==> src/inc/mfit_pkg.sv <==
/*
 * constants, register map and state type of the module flag, interrupt
 * and control-response block.
 * assumes a 125 mhz register clock and an axi4-lite master on the bus side.
 */
`default_nettype none

package mfit_pkg;

    // ------------------------------------------------------------------
    // clock and timing
    // ------------------------------------------------------------------
    localparam int unsigned CLK_HZ           = 125_000_000;
    localparam int unsigned RESET_PULSE_US   = 10;
    localparam int unsigned RESET_PULSE_CYC  = ((CLK_HZ / 1_000_000) * RESET_PULSE_US);
    localparam int unsigned INIT_TIMEOUT_MS  = 2000;
    localparam int unsigned INIT_TIMEOUT_CYC = ((CLK_HZ / 1000) * INIT_TIMEOUT_MS);

    // ------------------------------------------------------------------
    // register map (byte addresses)
    // ------------------------------------------------------------------
    localparam int          ADDR_W      = 8;
    localparam logic [7:0]  ADDR_CTRL   = 8'h00;
    localparam logic [7:0]  ADDR_MASK   = 8'h04;
    localparam logic [7:0]  ADDR_FLAGS  = 8'h08;
    localparam logic [7:0]  ADDR_STATUS = 8'h0c;

    localparam int          CTRL_W          = 4;
    localparam int          CTRL_TX_DIS     = 0;
    localparam int          CTRL_RX_DIS     = 1;
    localparam int          CTRL_SQ_DIS     = 2;
    localparam int          CTRL_STOP_SYNC  = 3;
    localparam logic [3:0]  CTRL_RESET      = 4'h0;

    // mask: [4:0] tx fault contributors, 5 tx fault, 6 rx los, 7 init, [15:8] alarm/warning
    // flags: 5 tx fault, 6 rx los, 7 init done, [15:8] alarm/warning
    localparam int          REG_W       = 16;
    localparam int          TXA_W       = 5;
    localparam int          AWF_W       = 8;
    localparam int          BIT_TXF     = 5;
    localparam int          BIT_LOS     = 6;
    localparam int          BIT_INIT    = 7;
    localparam int          AWF_LSB     = 8;
    localparam logic [15:0] MASK_RESET  = 16'h0000;
    localparam logic [15:0] FLAG_RESET  = 16'h0000;

    // status: 0 los live, 1 low power, [3:2] state, 4 int, [12:8] live tx alarms
    localparam int          ST_LOS      = 0;
    localparam int          ST_LPW      = 1;
    localparam int          ST_STATE    = 2;
    localparam int          ST_INT      = 4;
    localparam int          ST_TXA      = 8;

    // ------------------------------------------------------------------
    // synchronised pin vector
    // ------------------------------------------------------------------
    localparam int          PIN_W       = 7;
    localparam int          PIN_SCL     = 0;
    localparam int          PIN_SDA     = 1;
    localparam int          PIN_RSTN    = 2;
    localparam int          PIN_LPWN    = 3;
    localparam int          PIN_MRDY    = 4;
    localparam int          PIN_RXLP    = 5;
    localparam int          PIN_TXLOST  = 6;
    localparam logic [6:0]  PIN_IDLE    = 7'h0f;

    localparam logic [1:0]  RESP_OKAY   = 2'h0;
    localparam logic [1:0]  RESP_SLVERR = 2'h2;

    typedef enum logic [1:0] {
        MFIT_RESET,
        MFIT_INIT,
        MFIT_READY
    } mfit_state_t;

endpackage

`default_nettype wire

==> src/hdl/mfit_top.sv <==
/*
 * module flag, interrupt and control-response logic with an axi4-lite
 * register slave. holds control, mask and latched flag registers, the
 * initialisation state, and drives the active-low interrupt and output enables.
 * assumes all condition inputs and the two-wire pins are asynchronous to aclk;
 * each passes two flip-flops before use.
 */
// Design decisions made here: the placing of the registers and register access over AXI4-Lite.
//
// Function
// initialisation ends within 2000 ms after power-on, plug or reset release
// reset pin low for at least 10 us starts a module reset
// any interrupt condition drives interrupt low within 200 ms
// interrupt released within 500 us after clear-on-read of its flag
// receive signal loss sets its bit and interrupt within 100 ms
// loss-of-signal status bit negates within 3 ms of condition gone
// transmit disable turns output off in 100 ms, back in 400 ms
// transmit fault sets its bit and interrupt within 200 ms
// alarm or warning sets its flag and interrupt within 200 ms
// mask set inhibits, mask cleared restores interrupt, each within 100 ms
// receive input loss squelches receive output within 15 ms
// transmit input loss squelches in 400 ms, resumes within 1.5 s
// receive output disable acts and releases within 100 ms
// one squelch disable governs both squelches, effective within 100 ms
// write deadlines count from the stop condition ending the write
// transmit fault set by power, lock or bias alarms
// each transmit fault contributor is individually maskable
// loss-of-signal follows the receive low power alarm exactly
// initialisation exits on interface ready with interrupt, or 2 s timeout
// low power mode keeps transmitters disabled besides software disable
// flags stay latched until read; interrupt while unmasked flag remains
`timescale 1ns/10ps
`default_nettype none

module mfit_top #(
    parameter int unsigned INIT_TIMEOUT_CYC = mfit_pkg::INIT_TIMEOUT_CYC
) (
    input  wire logic                        aclk,
    input  wire logic                        aresetn,
    input  wire logic                        ce,
    // axi4-lite slave
    input  wire logic [mfit_pkg::ADDR_W-1:0] s_axi_awaddr,
    input  wire logic                        s_axi_awvalid,
    output logic                             s_axi_awready,
    input  wire logic [31:0]                 s_axi_wdata,
    input  wire logic [3:0]                  s_axi_wstrb,
    input  wire logic                        s_axi_wvalid,
    output logic                             s_axi_wready,
    output logic [1:0]                       s_axi_bresp,
    output logic                             s_axi_bvalid,
    input  wire logic                        s_axi_bready,
    input  wire logic [mfit_pkg::ADDR_W-1:0] s_axi_araddr,
    input  wire logic                        s_axi_arvalid,
    output logic                             s_axi_arready,
    output logic [31:0]                      s_axi_rdata,
    output logic [1:0]                       s_axi_rresp,
    output logic                             s_axi_rvalid,
    input  wire logic                        s_axi_rready,
    // module pins and conditions, all asynchronous
    input  wire logic                        scl,
    input  wire logic                        sda,
    input  wire logic                        module_reset_n,
    input  wire logic                        low_power_n,
    input  wire logic                        mgmt_ready,
    input  wire logic                        rx_low_power_alarm,
    input  wire logic                        tx_input_lost,
    input  wire logic [mfit_pkg::TXA_W-1:0]  tx_alarm,
    input  wire logic [mfit_pkg::AWF_W-1:0]  alarm_warn,
    // outputs
    output logic                             module_interrupt_n,
    output logic                             management_init_state,
    output logic                             tx_output_en,
    output logic                             rx_output_en,
    output logic                             tx_squelch,
    output logic                             rx_squelch
);

    // ------------------------------------------------------------------
    // state
    // ------------------------------------------------------------------
    typedef struct packed {
        logic [mfit_pkg::PIN_W-1:0]  pins1;
        logic [mfit_pkg::PIN_W-1:0]  pins2;
        logic                        sda_prev;
        logic [mfit_pkg::TXA_W-1:0]  txa1;
        logic [mfit_pkg::TXA_W-1:0]  txa2;
        logic [mfit_pkg::AWF_W-1:0]  awf1;
        logic [mfit_pkg::AWF_W-1:0]  awf2;
        mfit_pkg::mfit_state_t       state;
        logic [31:0]                 cnt;
        logic [31:0]                 rst_cnt;
        logic [mfit_pkg::CTRL_W-1:0] ctrl;
        logic [mfit_pkg::CTRL_W-1:0] ctrl_stage;
        logic [mfit_pkg::REG_W-1:0]  mask;
        logic [mfit_pkg::REG_W-1:0]  mask_stage;
        logic                        stage_dirty;
        logic [mfit_pkg::REG_W-1:0]  flags;
        logic [mfit_pkg::REG_W-1:0]  clr_pend;
        logic                        aw_got;
        logic                        w_got;
        logic [mfit_pkg::ADDR_W-1:0] awaddr;
        logic [31:0]                 wdata;
        logic [3:0]                  wstrb;
        logic                        awready;
        logic                        wready;
        logic                        bvalid;
        logic [1:0]                  bresp;
        logic                        arready;
        logic                        rvalid;
        logic [31:0]                 rdata;
        logic [1:0]                  rresp;
        logic                        int_n;
        logic                        init_out;
        logic                        tx_en;
        logic                        rx_en;
        logic                        tx_sq;
        logic                        rx_sq;
    } mfit_regs_t;

    mfit_regs_t r;
    mfit_regs_t next_r;

    // ------------------------------------------------------------------
    // helpers
    // ------------------------------------------------------------------
    function automatic logic [31:0] mfit_merge(input logic [31:0] old_v,
                                               input logic [31:0] new_v,
                                               input logic [3:0]  strb);
        logic [31:0] res;
        res = old_v;
        for (int i = 0; i < 4; i++) begin
            if (strb[i]) begin
                res[i*8 +: 8] = new_v[i*8 +: 8];
            end
        end
        return res;
    endfunction

    function automatic logic mfit_mapped(input logic [mfit_pkg::ADDR_W-1:0] a);
        return (a == mfit_pkg::ADDR_CTRL) || (a == mfit_pkg::ADDR_MASK) ||
               (a == mfit_pkg::ADDR_FLAGS) || (a == mfit_pkg::ADDR_STATUS);
    endfunction

    // ------------------------------------------------------------------
    // next state
    // ------------------------------------------------------------------
    always_comb begin
        logic                       stop_evt;
        logic                       commit;
        logic                       rst_pin;
        logic                       low_pwr;
        logic                       live;
        logic                       txf_cond;
        logic                       sq_dis;
        logic [mfit_pkg::REG_W-1:0] set_v;
        logic [mfit_pkg::REG_W-1:0] clr_v;
        logic [31:0]                status;
        logic [31:0]                merged;

        {stop_evt, commit, rst_pin, low_pwr} = '0;
        {live, txf_cond, sq_dis, set_v, clr_v} = '0;
        {status, merged} = '0;
        next_r = r;

        // synchronisers: stage 1 is read only by stage 2
        next_r.pins1 = {tx_input_lost, rx_low_power_alarm, mgmt_ready, low_power_n,
                        module_reset_n, sda, scl};
        next_r.pins2 = r.pins1;
        next_r.txa1  = tx_alarm;
        next_r.txa2  = r.txa1;
        next_r.awf1  = alarm_warn;
        next_r.awf2  = r.awf1;
        next_r.sda_prev = r.pins2[mfit_pkg::PIN_SDA];

        // stop condition: data rises while clock high
        stop_evt = r.pins2[mfit_pkg::PIN_SCL] & r.pins2[mfit_pkg::PIN_SDA] & ~r.sda_prev;
        // staged writes and clears wait for the stop when enabled, else apply at once
        commit   = stop_evt | ~r.ctrl[mfit_pkg::CTRL_STOP_SYNC];
        rst_pin  = ~r.pins2[mfit_pkg::PIN_RSTN];
        low_pwr  = ~r.pins2[mfit_pkg::PIN_LPWN];
        live     = (r.state == mfit_pkg::MFIT_READY);
        sq_dis   = r.ctrl[mfit_pkg::CTRL_SQ_DIS];

        // ---------------------------- flag sources
        txf_cond = |(r.txa2 & ~r.mask[mfit_pkg::TXA_W-1:0]);
        set_v = '0;
        if (live) begin
            set_v[mfit_pkg::BIT_TXF] = txf_cond;
            set_v[mfit_pkg::BIT_LOS] = r.pins2[mfit_pkg::PIN_RXLP];
            set_v[mfit_pkg::AWF_LSB +: mfit_pkg::AWF_W] = r.awf2;
        end

        // ---------------------------- module reset pulse filter
        if (rst_pin) begin
            if (r.rst_cnt < mfit_pkg::RESET_PULSE_CYC) begin
                next_r.rst_cnt = r.rst_cnt + 32'h1;
            end
        end else begin
            next_r.rst_cnt = '0;
        end

        // ---------------------------- module state
        case (r.state)
            mfit_pkg::MFIT_RESET: begin
                next_r.cnt = '0;
                if (!rst_pin) begin
                    next_r.state = mfit_pkg::MFIT_INIT;
                end
            end
            mfit_pkg::MFIT_INIT: begin
                next_r.cnt = r.cnt + 32'h1;
                // ready raises the init flag, whose interrupt marks the exit
                if (r.pins2[mfit_pkg::PIN_MRDY] || r.cnt >= INIT_TIMEOUT_CYC - 1) begin
                    next_r.state = mfit_pkg::MFIT_READY;
                    set_v[mfit_pkg::BIT_INIT] = 1'b1;
                end
            end
            mfit_pkg::MFIT_READY: begin
                next_r.cnt = '0;
            end
            default: begin
                next_r.state = mfit_pkg::MFIT_RESET;
            end
        endcase

        // ---------------------------- axi write channel
        if (s_axi_awvalid && r.awready) begin
            next_r.aw_got = 1'b1;
            next_r.awaddr = s_axi_awaddr;
        end
        if (s_axi_wvalid && r.wready) begin
            next_r.w_got = 1'b1;
            next_r.wdata = s_axi_wdata;
            next_r.wstrb = s_axi_wstrb;
        end
        if (r.bvalid && s_axi_bready) begin
            next_r.bvalid = 1'b0;
        end
        if (r.aw_got && r.w_got && !r.bvalid) begin
            next_r.aw_got = 1'b0;
            next_r.w_got  = 1'b0;
            next_r.bvalid = 1'b1;
            next_r.bresp  = mfit_mapped(r.awaddr) ? mfit_pkg::RESP_OKAY : mfit_pkg::RESP_SLVERR;
            if (r.awaddr == mfit_pkg::ADDR_CTRL) begin
                merged = mfit_merge({28'h0, r.ctrl_stage}, r.wdata, r.wstrb);
                next_r.ctrl_stage  = merged[mfit_pkg::CTRL_W-1:0];
                next_r.stage_dirty = 1'b1;
            end else if (r.awaddr == mfit_pkg::ADDR_MASK) begin
                merged = mfit_merge({16'h0, r.mask_stage}, r.wdata, r.wstrb);
                next_r.mask_stage  = merged[mfit_pkg::REG_W-1:0];
                next_r.stage_dirty = 1'b1;
            end
        end
        next_r.awready = !next_r.aw_got && !next_r.bvalid;
        next_r.wready  = !next_r.w_got && !next_r.bvalid;

        // ---------------------------- axi read channel
        status = '0;
        status[mfit_pkg::ST_LOS]      = r.pins2[mfit_pkg::PIN_RXLP];
        status[mfit_pkg::ST_LPW]      = low_pwr;
        status[mfit_pkg::ST_STATE +: 2] = r.state;
        status[mfit_pkg::ST_INT]      = ~r.int_n;
        status[mfit_pkg::ST_TXA +: mfit_pkg::TXA_W] = r.txa2;
        if (r.rvalid && s_axi_rready) begin
            next_r.rvalid = 1'b0;
        end
        if (s_axi_arvalid && r.arready) begin
            next_r.rvalid = 1'b1;
            next_r.rresp  = mfit_mapped(s_axi_araddr) ? mfit_pkg::RESP_OKAY : mfit_pkg::RESP_SLVERR;
            case (s_axi_araddr)
                mfit_pkg::ADDR_CTRL: begin
                    next_r.rdata = {28'h0, r.ctrl_stage};
                end
                mfit_pkg::ADDR_MASK: begin
                    next_r.rdata = {16'h0, r.mask_stage};
                end
                mfit_pkg::ADDR_FLAGS: begin
                    next_r.rdata    = {16'h0, r.flags};
                    // only bits seen set are cleared, so a later set survives
                    next_r.clr_pend = r.clr_pend | r.flags;
                end
                mfit_pkg::ADDR_STATUS: begin
                    next_r.rdata = status;
                end
                default: begin
                    next_r.rdata = '0;
                end
            endcase
        end
        next_r.arready = !next_r.rvalid;

        // ---------------------------- commit staged control, mask and clears
        clr_v = '0;
        if (commit) begin
            clr_v = r.clr_pend;
            next_r.clr_pend = next_r.clr_pend & ~r.clr_pend;
            if (r.stage_dirty) begin
                next_r.ctrl        = r.ctrl_stage;
                next_r.mask        = r.mask_stage;
                next_r.stage_dirty = 1'b0;
            end
        end
        // set wins over a clear in the same cycle
        next_r.flags = (r.flags & ~clr_v) | set_v;

        // ---------------------------- module reset overrides
        if (r.rst_cnt >= mfit_pkg::RESET_PULSE_CYC) begin
            next_r.state       = mfit_pkg::MFIT_RESET;
            next_r.cnt         = '0;
            next_r.ctrl        = mfit_pkg::CTRL_RESET;
            next_r.ctrl_stage  = mfit_pkg::CTRL_RESET;
            next_r.mask        = mfit_pkg::MASK_RESET;
            next_r.mask_stage  = mfit_pkg::MASK_RESET;
            next_r.stage_dirty = 1'b0;
            next_r.flags       = mfit_pkg::FLAG_RESET;
            next_r.clr_pend    = '0;
        end

        // ---------------------------- outputs, one cycle after their causes
        // interrupts suppressed outside ready; masks gate latched flags, mask [4:0] also the live tx alarms
        next_r.int_n    = ~(live && |(r.flags & ~r.mask));
        next_r.init_out = (r.state == mfit_pkg::MFIT_INIT);
        // one squelch-disable bit governs both directions
        next_r.tx_sq    = r.pins2[mfit_pkg::PIN_TXLOST] & ~sq_dis;
        next_r.rx_sq    = r.pins2[mfit_pkg::PIN_RXLP] & ~sq_dis;
        next_r.tx_en    = live & ~r.ctrl[mfit_pkg::CTRL_TX_DIS] & ~low_pwr & ~next_r.tx_sq;
        next_r.rx_en    = live & ~r.ctrl[mfit_pkg::CTRL_RX_DIS] & ~next_r.rx_sq;
    end

    // ------------------------------------------------------------------
    // registers
    // ------------------------------------------------------------------
    always_ff @(posedge aclk) begin
        if (!aresetn) begin
            r             <= '0;
            r.state       <= mfit_pkg::MFIT_INIT;
            r.pins1       <= mfit_pkg::PIN_IDLE;
            r.pins2       <= mfit_pkg::PIN_IDLE;
            r.sda_prev    <= 1'b1;
            r.ctrl        <= mfit_pkg::CTRL_RESET;
            r.ctrl_stage  <= mfit_pkg::CTRL_RESET;
            r.mask        <= mfit_pkg::MASK_RESET;
            r.mask_stage  <= mfit_pkg::MASK_RESET;
            r.flags       <= mfit_pkg::FLAG_RESET;
            r.int_n       <= 1'b1;
            r.init_out    <= 1'b1;
        end else if (ce) begin
            r <= next_r;
        end
    end

    // ------------------------------------------------------------------
    // ports
    // ------------------------------------------------------------------
    assign s_axi_awready         = r.awready;
    assign s_axi_wready          = r.wready;
    assign s_axi_bvalid          = r.bvalid;
    assign s_axi_bresp           = r.bresp;
    assign s_axi_arready         = r.arready;
    assign s_axi_rvalid          = r.rvalid;
    assign s_axi_rdata           = r.rdata;
    assign s_axi_rresp           = r.rresp;
    assign module_interrupt_n    = r.int_n;
    assign management_init_state = r.init_out;
    assign tx_output_en          = r.tx_en;
    assign rx_output_en          = r.rx_en;
    assign tx_squelch            = r.tx_sq;
    assign rx_squelch            = r.rx_sq;

endmodule

`default_nettype wire

==> config.mk <==
export PLATFORM = sky130hd
export DESIGN_NAME = mfit_top
export DESIGN_NICKNAME = d
export VERILOG_FILES = /design/src/inc/mfit_pkg.sv /design/src/hdl/mfit_top.sv
export SDC_FILE = /design/constraint.sdc
export NUM_CORES = 1
export LEC_CHECK = 0
export BUFFER_PORTS_ARGS = -buffer_cell sky130_fd_sc_hd__buf_2
export CELL_PAD_IN_SITES_DETAIL_PLACEMENT = 0
export CELL_PAD_IN_SITES_GLOBAL_PLACEMENT = 1
export CORE_MARGIN = 1.5
export CORE_UTILIZATION = 40
export CTS_CLUSTER_DIAMETER = 100
export CTS_CLUSTER_SIZE = 20
export DETAILED_ROUTE_END_ITERATION = 12
export PLACE_DENSITY_LB_ADDON = 0.1
export SYNTH_ARGS = -nofsm -noshare
export SYNTH_HDL_FRONTEND = slang
export SYNTH_SLANG_ARGS = --single-unit
==> constraint.sdc <==
create_clock -name aclk -period 2.5 [get_ports aclk]
set_input_delay 0.375 -clock aclk [delete_from_list [all_inputs] [get_ports aclk]]
set_output_delay 0.375 -clock aclk [all_outputs]
set_load 0.02 [all_outputs]
* Word-level counts from Yosys, hierarchy flattened *
Index checks and enable logic that the tools add are counted.
W data, S select, Z words.

word-level totals
  register bits = 255
  input port bits = 80
  output and inout port bits = 47

cells by class
  mux-type cells = 41
  magnitude comparators = 3
  bitwise operators = 30
  reductions and logical operators = 48
  eq/ne operators = 12
  $add $sub $neg = 2

operator list
  kind                     number
  $mux W16                 7
  $mux W73                 1
  $add A32 B1 Y32 const B  2
  $mux W32                 2
  $pmux W16 S4             1
  $pmux W32 S2             1
  $and A16 B16 Y16         3
  $not A16 Y16             3
  $mux W35                 1
  $mux W17                 2
  $mux W34                 1
  $eq A8 B4 Y1 const B     4
  $ge A32 B11 Y1 const B   1
  $ge A32 B28 Y1 const B   1
  $lt A32 B11 Y1 const B   1
  $or A16 B16 Y16          2
  $mux W8                  3
  $mux W4                  5
  $eq A8 B3 Y1 const B     2
  $logic_not A8 Y1         2
  $reduce_bool A2 Y1       8
  $reduce_or A16 Y1        1
  $mux W2                  6
  $reduce_and A2 Y1        6
  23 further kinds         70

* Logic depth before layout (Yosys ltp) *
Gate-level depths: netlist of run 1.

  depth in word-level cells = 8
  mapped depth = 10

* Least setup slack after synthesis of run 1 *
No wires, ideal clock.

  path kind = register -> register
  start point = register r[167] (netlist bit)
  end point = register r[151] (netlist bit)
  required time = 2.383 ns
  buffers on the path = 2
  library setup time = 0.117 ns
  clock period less this slack = 2.120 ns
  stages on the path, launching flop included = 10
  data arrival time = 2.003 ns
  setup slack = 0.380 ns
  cell sequence = dfxtp_1 ha_1 inv_1 a2111oi_2 or3_1 clkbuf_1 o21ai_0 and2_1 buf_2 a22o_1

between the ends
  longest elaborated chain between the ends = 3

RTL lines
  item                                 RTL line         text
  start: declaration                   mfit_top.sv:120  mfit_regs_t r;
  start signal: assignment             mfit_top.sv:348  r <= next_r;
  $ge A32 B11 Y1 (*)                   mfit_top.sv:307  if (r.rst_cnt >= mfit_pkg::RESET_PULSE_CYC) begin
  $reduce_bool A2 Y1 (no source line)  -
  $reduce_and A3 Y1 (no source line)   -

Every way passes the cells marked *; elsewhere a longest branch is shown, timed or not.
A chain may end at the register's enable or synchronous reset.

* Worst setup path in the final report of run 1 *
  start point = register r[182] (netlist bit)
  end point = register r[158] (netlist bit)

between the ends
  longest elaborated chain between the ends = 3

RTL lines
  item                                 RTL line
  $ge A32 B11 Y1 (*)                   mfit_top.sv:307
  $reduce_bool A2 Y1 (no source line)  -
  $reduce_and A4 Y1 (no source line)   -

Marked as above.

==> impl_metrics.json, run 1 <==
{
  "detailroute.via_count": 7984,
  "placement_rows": 58,
  "clk_latency_ns": 0.49,
  "fin_total_pwr_mw": 6.89,
  "placed_cell_area_um2": 10900,
  "antenna_left": 0,
  "run_status": "finished, final reports clean",
  "postLayoutCoreUtil": 0.453,
  "final_nets": 1263,
  "avgRoutedWirePerCell_um": 16.8,
  "numClockSinks": 237,
  "core_region_area_um2": 25000,
  "number_of_levels_in_the_clock_h_tree": 1,
  "synthDominantCellAreaShare": 0.468,
  "cts_made_buffers": 16,
  "route.detailed.vias_per_inst": 5.28,
  "synthDistinctLibCells": 70,
  "hold-worst-slack_ns": 0.0967,
  "clock-root-buffer": "sky130_fd_sc_hd__clkbuf_16",
  "io_pins": 127,
  "synth.avg_cell_area_um2": 9.05,
  "worstPathCellList": "nor4_1 -> nand4_2 -> or3_1 -> buf_4 -> or3_1 -> o22ai_1",
  "critical_path.most_common_cell": "sky130_fd_sc_hd__or3_1",
  "place_worst_setup_slack_ns": 0.164,
  "synthXorXnorAreaFrac": 0.00778,
  "yosys_warnings": 0,
  "synth_mux_area_frac": 0.0599,
  "fin_ws_ns": 0.145,
  "wl_mm": 25.5,
  "drive_above_1_share": 0.152,
  "ys_seq_area_frac": 0.468,
  "synth_area_leaders": "sky130_fd_sc_hd__dfxtp_1 47%, sky130_fd_sc_hd__nand2_1 5.0%, sky130_fd_sc_hd__mux2i_1 4.5%",
  "end_kind": "flip-flop",
  "hold_violation_count_in_the_final_report": 0,
  "synth_top_family_by_area": "simple AND/OR/NAND/NOR gates",
  "tns_ns": 0,
  "grt_pass1_vias": 7313,
  "global_route_wire_length_before_repair_mm": 40.6,
  "routabilityCongestion": 0.768,
  "syn_area_um2": 10100,
  "critical-path-top-delay-family": "simple AND/OR/NAND/NOR gates",
  "power.net_switching_mw": 1.65,
  "yosys.area_share.simple": 0.206,
  "slew_headroom": 0.455,
  "period_share": 0.942,
  "max_slew.worst_pin.slew_ns": 0.809,
  "critical_path_buf_inv_count": 1,
  "post-route-drc-count": 0,
  "die_height_um": 162,
  "floorplan.die_area_um2": 26300,
  "grtUsageTotal": 0.191,
  "sequentialPowerShare": 0.562,
  "final-setup-viol-count": 0,
  "postSynth.asyncResetShare": 0,
  "internal_power_mw": 5.24,
  "fmax_mhz": 425,
  "maxSlewViolCount": 0,
  "fin_cells": 1512,
  "setup_repair_after_global_routing_missed_its_margin": "false",
  "grt_overflow_total": 0,
  "critical-path-slowest-cell": "sky130_fd_sc_hd__or3_1",
  "first_iter_violations": 575,
  "crit_path_largest_cell_delay_ns": 0.50,
  "cts_hold_buffers": 0,
  "synth_edf_count": 0,
  "timing.critical_path.fanout_max": 6,
  "combinational_cell_fraction_of_total_power": 0.065,
  "n_antenna_cell": 0,
  "power_switching_share": 0.239,
  "fin_crit_ns": 2.36,
  "dieWidth_um": 162,
  "ys_top_cells_by_count": "237 x sky130_fd_sc_hd__dfxtp_1, 134 x sky130_fd_sc_hd__nand2_1, 62 x sky130_fd_sc_hd__nor2_1, 60 x sky130_fd_sc_hd__nor2b_1, 50 x sky130_fd_sc_hd__o21ai_0",
  "clock_path_buffers": 3,
  "ir_worst_vdd_mv": 0.338,
  "setup.worst_path.class": "flip-flop to flip-flop",
  "pwr_density_cell_nw_per_um2": 607,
  "critical_path_required_ns": 2.91,
  "synth.most_common_cell": "sky130_fd_sc_hd__dfxtp_1",
  "fin_area_um2": 11300,
  "initial_core_util": 0.405,
  "placedCellCount": 1492,
  "ys.flop_type": "sky130_fd_sc_hd__dfxtp_1",
  "initial_antenna_violation_count": 0,
  "hold_class": "input pin to flip-flop",
  "postSynthCellCount": 1120,
  "clock_power_share": 0.373,
  "worst_setup_path_start_kind": "flip-flop",
  "detailed_place_hpwl_mm": 17.8,
  "finalClockSkew_ns": 0.0167,
  "post_synth_fa_ha_maj_area_fraction": 0.00370,
  "leakage_nw": 4.37,
  "area_leader_netlist": "sky130_fd_sc_hd__dfxtp_1",
  "timing.max_cap.violations": 0,
  "clk_pin_slew_worst_paths_ns": 0.08,
  "fill_cells": 2504,
  "grt_start_max_net_pins": 52,
  "yosys_register_bits": 237,
  "synth_compound_area_frac": 0.189,
  "arrival_ns": 2.77,
  "cts_tree": "done",
  "area_delta_synth_final_pct": 11.9,
  "first_pass_iters": 5,
  "port-buffer-count": 90
}
-- layout by cell type (no fill, tap or decap), drive strengths merged, types with 18 or more instances in the layout --
| master | synthesis | routed |
|---|---|---|
| a21oi | 47 | 47 |
| nor2 | 63 | 63 |
| nand3 | 27 | 27 |
| nor3 | 21 | 21 |
| conb | 1 | 18 |
| a22o | 42 | 42 |
| a21boi | 29 | 29 |
| nor2b | 60 | 60 |
| o21ai | 65 | 65 |
| and3 | 31 | 31 |
| buf | 56 | 126 |
| nand2 | 134 | 134 |
| dfxtp | 237 | 237 |
| mux2i | 46 | 46 |
| inv | 32 | 35 |
-- worst paths after layout --
check,startpoint,end,slack [ns],depth (start not counted)
worst min register to register,r[102],r[102],0.46,2
worst min-delay path,sda,next_r[260],0.1,3
worst max register to register,r[182],r[158],0.14,6
worst max-delay path,r[182],r[158],0.14,6
-- metal layers --
layer	global-route usage	vias up	wire length (um)
li1	-	4035	-
met1	0.287	3733	13000
met2	0.285	184	10700
met3	0.0286	32	1230
met4	0.0509	0	485
met5	0	-	0
-- logic make-up (layout without fill, tap and decap cells) --
group | count (synthesis) | in the layout
compound gates | 273 | 273
xor+xnor | 9 | 9
fa+ha+maj | 3 | 3
buf+inv | 133 | 178
flops | 237 | 237
mux | 55 | 55
other cells | 1 | 18
simple gates | 409 | 409
-- worst min-delay path, delay by kind of cell --
kind | cells | cell delay, ns
multiplexers | 1 | 0.05
buffers and inverters | 1 | 0.07
AND/OR/NAND/NOR | 1 | 0.06
-- flip-flops by register name (all words and copies together), names as in the netlist --
signal / count
tx_output_en: 1
s_axi_awready: 1
s_axi_bresp: 1
s_axi_arready: 1
s_axi_rvalid: 1
s_axi_bvalid: 1
next_r: 21
module_interrupt_n: 1
tx_squelch: 1
management_init_state: 1
s_axi_rdata: 16
s_axi_wready: 1
rx_squelch: 1
rx_output_en: 1
r: 187
s_axi_rresp: 1
-- what timing repair did --
item | CTS | global route
endpoints found under the hold margin | 0 | 0
gates resized for setup | 0 | 1
endpoints found under the setup margin | 0 | 8
setup buffers | 0 | 0
-- power groups by stage --
| stage | Clock [mW] | Combinational, mW | Sequential, mW |
|---|---|---|---|
| after detailed placement | 0 | 0.452 | 3.96 |
| after global placement | 0 | 0.450 | 3.96 |
| after CTS | 2.68 | 0.453 | 3.87 |
| after floorplan | 0 | 0.317 | 3.95 |
| final | 2.57 | 0.449 | 3.87 |
| after global routing | 2.82 | 0.498 | 3.88 |
-- cell type report --
cell class	count	area, um^2	area share
clock buffers	17	425	0.0375
clock inverters	3	28.8	0.00254
inverters	32	120	0.0106
multi-input cells	767	4810	0.424
flip-flops and latches	237	4740	0.418
well taps	330	413	0.0364
repair buffers	126	801	0.0706
No activity file was read; power rests on OpenSTA's default activity.
==> inputs of run 2 (changes only) <==
Clock period 2.5 ns to 2.6 ns, I/O delays scaled along.
==> run 2 against run 1 <==
Net effect: die area did not move; combinational power decreased by 4.5%; critical endpoint is now r[227]; clock skew down 0.0015 ns; largest power group unchanged.
==> impl_metrics.json, run 2 (synthesized netlist as in run 1, its figures left out) <==
{
  "timing.hold.worst.start": "scl",
  "port-buffer-count": 90,
  "run_status": "finished, final reports clean",
  "slew_headroom": 0.493,
  "pwr_density_cell_nw_per_um2": 570,
  "numClockSinks": 237,
  "area_delta_synth_final_pct": 11.0,
  "cts_made_buffers": 15,
  "clk_pin_slew_worst_paths_ns": 0.08,
  "placement_rows": 58,
  "grt.met1_usage": 0.287,
  "number_of_levels_in_the_clock_h_tree": 1,
  "hold_class": "input pin to flip-flop",
  "global_route.usage.met3": 0.0314,
  "placedCellCount": 1489,
  "most_common_library_cell_in_the_layout_ignoring_fill_and_taps": "sky130_fd_sc_hd__dfxtp_1",
  "hold_depth": 3,
  "global_route_wire_length_before_repair_mm": 40.3,
  "most_frequent_cells_in_the_layout": "237 x sky130_fd_sc_hd__dfxtp_1, 133 x sky130_fd_sc_hd__nand2_1, 88 x sky130_fd_sc_hd__buf_2, 62 x sky130_fd_sc_hd__nor2_1, 60 x sky130_fd_sc_hd__nor2b_1",
  "clock_path_buffers": 3,
  "grtUsageTotal": 0.191,
  "timing.hold.worst_endpoint": "next_r[259]",
  "route.detailed.vias_per_inst": 5.21,
  "ir_worst_vdd_mv": 0.314,
  "initial_antenna_violation_count": 0,
  "avgRoutedWirePerCell_um": 16.8,
  "first_iter_violations": 451,
  "hold_violation_count_in_the_final_report": 0,
  "wl_mm": 25.3,
  "timing.reg2reg.setup_slack_ns": 0.27,
  "period_share": 0.897,
  "cts_hold_buffers": 0,
  "first_pass_iters": 5,
  "timing.max_cap.violations": 0,
  "worstPathCellList": "nor4_1 -> nand4_2 -> nor4_1 -> buf_4 -> nand2_1 -> or4_1 -> o21ai_1",
  "critical-path-slowest-cell": "sky130_fd_sc_hd__or4_1",
  "clk_latency_ns": 0.49,
  "dieWidth_um": 162,
  "setup.worst_path.class": "flip-flop to flip-flop",
  "rr_worst_depth": 7,
  "setup_repair_after_global_routing_missed_its_margin": "false",
  "max_slew.worst_pin.slew_ns": 0.753,
  "worst_setup_path_start_kind": "flip-flop",
  "crit_path_largest_cell_delay_ns": 0.44,
  "fin_total_pwr_mw": 6.41,
  "cts_tree": "done",
  "maxSlewViolCount": 0,
  "fin_crit_ns": 2.33,
  "critical_path_required_ns": 3.02,
  "critical_path.most_common_cell": "sky130_fd_sc_hd__nor4_1",
  "end_kind": "flip-flop",
  "clock-root-buffer": "sky130_fd_sc_hd__clkbuf_16",
  "detailed_place_hpwl_mm": 17.6,
  "die_height_um": 162,
  "antenna_left": 0,
  "timing.critical_path.fanout_max": 12,
  "fin_area_um2": 11300,
  "tns_ns": 0,
  "io_pins": 127,
  "grt-busiest-layer": "met1",
  "met2_usage": 0.284,
  "floorplan.die_area_um2": 26300,
  "leakage_nw": 4.33,
  "placed_cell_area_um2": 10800,
  "worstSetupStartpoint": "r[182]",
  "final-setup-viol-count": 0,
  "drive_above_1_share": 0.149,
  "grt_pass1_vias": 7270,
  "top_register": "r",
  "routabilityCongestion": 0.775,
  "rr_endpoint": "r[227]",
  "largest_reg_flops": 187,
  "fin_cells": 1508,
  "final_nets": 1260,
  "arrival_ns": 2.75,
  "detailroute.via_count": 7856,
  "grt_start_max_net_pins": 56,
  "initial_core_util": 0.405,
  "post-route-drc-count": 0,
  "fmax_mhz": 429,
  "core_region_area_um2": 25000,
  "worst_r2r_startpoint": "r[182]",
  "hold-worst-slack_ns": 0.122,
  "grt_overflow_total": 0,
  "finalClockSkew_ns": 0.0152
}
-- run 2: worst max-delay path, delay by kind of cell, from the launching register on --
family,cells,cell delay [ns]
AOI/OAI and AO/OA,1,0.12
DFF,1,0.33
buffers and inverters,1,0.25
and+or+nand+nor,5,1.56
-- run 2: timing repair --
item / 4_1_cts / 5_1_grt
setup buffers: 0 / 1
hold endpoints to repair: 0 / 0
gates resized for setup: 0 / 1
endpoints found under the setup margin: 0 / 7
-- run 2: layout make-up --
| type | count | area (um^2) |
|---|---|---|
| clock buffers | 15 | 375 |
| fillers | 2518 | 13800 |
| well taps | 330 | 413 |
| clock inverters | 2 | 13.8 |
| diodes | 1 | 2.50 |
| inverters | 32 | 120 |
| multi-input cells | 767 | 4810 |
| flip-flops and latches | 237 | 4740 |
| repair buffers | 124 | 773 |
-- run 2: worst max-delay path by stage --
stage,end,slack [ns],depth (start not counted)
after detailed placement,r[213],0.19,7
after floorplan,r[151],0.48,9
after global placement,r[215],0.21,7
final,r[227],0.27,7
after global routing,r[227],0.02,7
after CTS,r[213],0.17,7
-- run 2: power by group --
group	leakage, nW	internal, mW	switching (mW)
logic	2.22	0.166	0.262
clock network	0.193	1.05	1.21
registers	1.92	3.68	0.0424
total	4.33	4.89	1.52
-- run 2: stage by stage --
step                      utilization  setup slack [ns]
after floorplan                     -             0.480
after global placement          0.433             0.207
after detailed placement        0.433             0.187
after CTS                       0.449             0.171
after global routing            0.449            0.0248
final                           0.449             0.267
-- run 2: layer usage --
metal / routed length [um] / up-vias
met3: 1090 / 24
met1: 13100 / 3647
met5: 0 / -
met2: 10800 / 142
li1: - / 4043
met4: 364 / 0
==> inputs of run 3 (changes only) <==
Clock period 2.6 ns to 2.2 ns, I/O delays scaled along.
==> run 3 against run 2 <==
Net effect: power rose by 19%; final area up 6.7%; first-iteration DRC count rose by 17%; final cell count rose by 4.0%; clock power is 18% higher; global-route usage up 0.84 points; non-clock buffer count increased by 60; clock-buffer cell count unchanged; routed wire length up 4.3%; die area unchanged; maximum frequency grew 8.6%.
==> impl_metrics.json, run 3 (synthesized netlist as in run 1, its figures left out) <==
{
  "grt_pass1_vias": 7691,
  "fin_crit_ns": 2.15,
  "cts_tree": "done",
  "avgRoutedWirePerCell_um": 16.8,
  "timing.hold.worst.start": "low_power_n",
  "finalClockSkew_ns": 0.0138,
  "fill_cells": 2456,
  "most_common_library_cell_in_the_layout_ignoring_fill_and_taps": "sky130_fd_sc_hd__dfxtp_1",
  "routabilityCongestion": 0.803,
  "worst_r2r_startpoint": "r[168]",
  "numClockSinks": 237,
  "pwr_density_cell_nw_per_um2": 635,
  "multiInputGateArea_um2": 5020,
  "clk_latency_ns": 0.49,
  "cts_hold_buffers": 0,
  "final_nets": 1321,
  "first_pass_iters": 4,
  "io_pins": 127,
  "grt_overflow_total": 0,
  "rr_worst_depth": 7,
  "critical-path-slowest-cell": "sky130_fd_sc_hd__or4_4",
  "clock_path_buffers": 3,
  "dieWidth_um": 162,
  "timing.max_cap.violations": 0,
  "drive_above_1_share": 0.216,
  "setup.worst_path.class": "flip-flop to flip-flop",
  "die_height_um": 162,
  "worstSetupStartpoint": "r[168]",
  "max_slew.worst_pin.slew_ns": 0.672,
  "first_iter_violations": 528,
  "port-buffer-count": 90,
  "clock-root-buffer": "sky130_fd_sc_hd__clkbuf_16",
  "grtUsageTotal": 0.199,
  "ir_worst_vdd_mv": 0.555,
  "top_register": "r",
  "cts_made_buffers": 15,
  "post-route-drc-count": 0,
  "placement_rows": 58,
  "fin_total_pwr_mw": 7.62,
  "period_share": 0.977,
  "timing.reg2reg.setup_slack_ns": 0.05,
  "area_delta_synth_final_pct": 18.5,
  "fmax_mhz": 465,
  "global_route_wire_length_before_repair_mm": 42.0,
  "critical_path_required_ns": 2.60,
  "rr_endpoint": "r[203]",
  "wl_mm": 26.4,
  "detailed_place_hpwl_mm": 18.3,
  "setup_repair_after_global_routing_missed_its_margin": "true",
  "clk_pin_slew_worst_paths_ns": 0.08,
  "run_status": "finished, final reports clean",
  "crit_cells": 7,
  "sequential_cell_area_um2": 4750,
  "initial_core_util": 0.405,
  "critical_path_buf_inv_count": 1,
  "leakage_nw": 4.73,
  "most_frequent_cells_in_the_layout": "231 x sky130_fd_sc_hd__dfxtp_1, 131 x sky130_fd_sc_hd__nand2_1, 88 x sky130_fd_sc_hd__buf_2, 80 x sky130_fd_sc_hd__buf_4",
  "route.detailed.vias_per_inst": 5.27,
  "end_kind": "flip-flop",
  "fin_ws_ns": 0.0507,
  "detailroute.via_count": 8268,
  "hold_class": "input pin to flip-flop",
  "worst_setup_path_start_kind": "flip-flop",
  "crit_path_largest_cell_delay_ns": 0.59,
  "largest_reg_flops": 187,
  "worstPathCellList": "nor4_4 -> a2111oi_4 -> or4_4 -> o22ai_4 -> clkbuf_16 -> o21ai_2 -> o31ai_1",
  "number_of_levels_in_the_clock_h_tree": 1,
  "grt_start_max_net_pins": 62,
  "hold_violation_count_in_the_final_report": 0,
  "maxSlewViolCount": 0,
  "antenna_left": 0,
  "worstSetupEndpoint": "r[203]",
  "place_worst_setup_slack_ns": -0.0867,
  "arrival_ns": 2.55,
  "critical-path-top-delay-family": "simple AND/OR/NAND/NOR gates",
  "timing.critical_path.fanout_max": 8,
  "core_region_area_um2": 25000,
  "initial_antenna_violation_count": 3,
  "floorplan.die_area_um2": 26300,
  "slew_headroom": 0.552,
  "final-setup-viol-count": 0
}
-- run 3: changes by cell type in the layout (fill, tap and decap cells not counted), moves of 3 or more --
cell and delta:
sky130_fd_sc_hd__buf_12 +3, sky130_fd_sc_hd__buf_4 +49, sky130_fd_sc_hd__buf_6 +6, sky130_fd_sc_hd__dfxtp_1 -6, sky130_fd_sc_hd__dfxtp_2 +5, sky130_fd_sc_hd__nor2_2 +3
sky130_fd_sc_hd__nor4_1 -4, sky130_fd_sc_hd__nor4_4 +5, sky130_fd_sc_hd__o21ai_0 -20, sky130_fd_sc_hd__o21ai_1 +17, sky130_fd_sc_hd__o21ai_2 +3
-- run 3: worst min path at each step --
stage / end / slack (ns) / cells after the start
after floorplan: r[117] / 0.42 / 2
after global placement: r[107] / 0.44 / 2
after detailed placement: r[107] / 0.45 / 2
after CTS: next_r[262] / 0.04 / 3
after global routing: next_r[262] / 0.06 / 3
final: next_r[262] / 0.06 / 3
-- run 3: report_power, final --
part / switching, mW / internal (mW) / total [mW]
logic: 0.333 / 0.239 / 0.571
clock network: 1.43 / 1.23 / 2.66
registers: 0.0501 / 4.35 / 4.40
-- run 3: area by class of cell --
type,count,share of cell area
Inverter,32,0.0100
Sequential cell,237,0.396
Tap cell,330,0.0344
Antenna cell,2,0.000417
Clock buffer,15,0.0313
Multi-Input combinational cell,768,0.418
Clock inverter,1,0.000417
Timing Repair Buffer,184,0.110
-- run 3: worst min-delay path, delay by kind of cell --
| family | cells | cell delay [ns] |
|---|---|---|
| multiplexers | 1 | 0.05 |
| AND/OR/NAND/NOR | 1 | 0.05 |
| buffers and inverters | 1 | 0.07 |
-- run 3: per-layer routing --
layer  global-route usage  routed length, um
met2                0.299              11200
met5                    0                 12
met3               0.0350               1350
met1                0.297              13400
met4               0.0421                461
-- run 3: through the flow --
step / setup TNS, ns / instances / hold slack (ns) / utilization / area (um^2)
floorplan: 0 / 1137 / 0.424 / - / 10200
global placement: -1.27 / 1541 / 0.441 / 0.450 / 11300
detailed placement: -2.43 / 1541 / 0.449 / 0.450 / 11300
CTS: -0.0201 / 1561 / 0.0441 / 0.469 / 11700
global route: -1.22 / 1568 / 0.0568 / 0.480 / 12000
finish: 0 / 1569 / 0.0632 / 0.480 / 12000
-- run 3: timing repair --
| item | 4_1_cts | 5_1_grt |
|---|---|---|
| gates cloned | 1 | 3 |
| resized for setup | 11 | 62 |
| setup endpoints to repair | 90 | 107 |
| setup buffers | 3 | 6 |
| pin swaps | 1 | 26 |
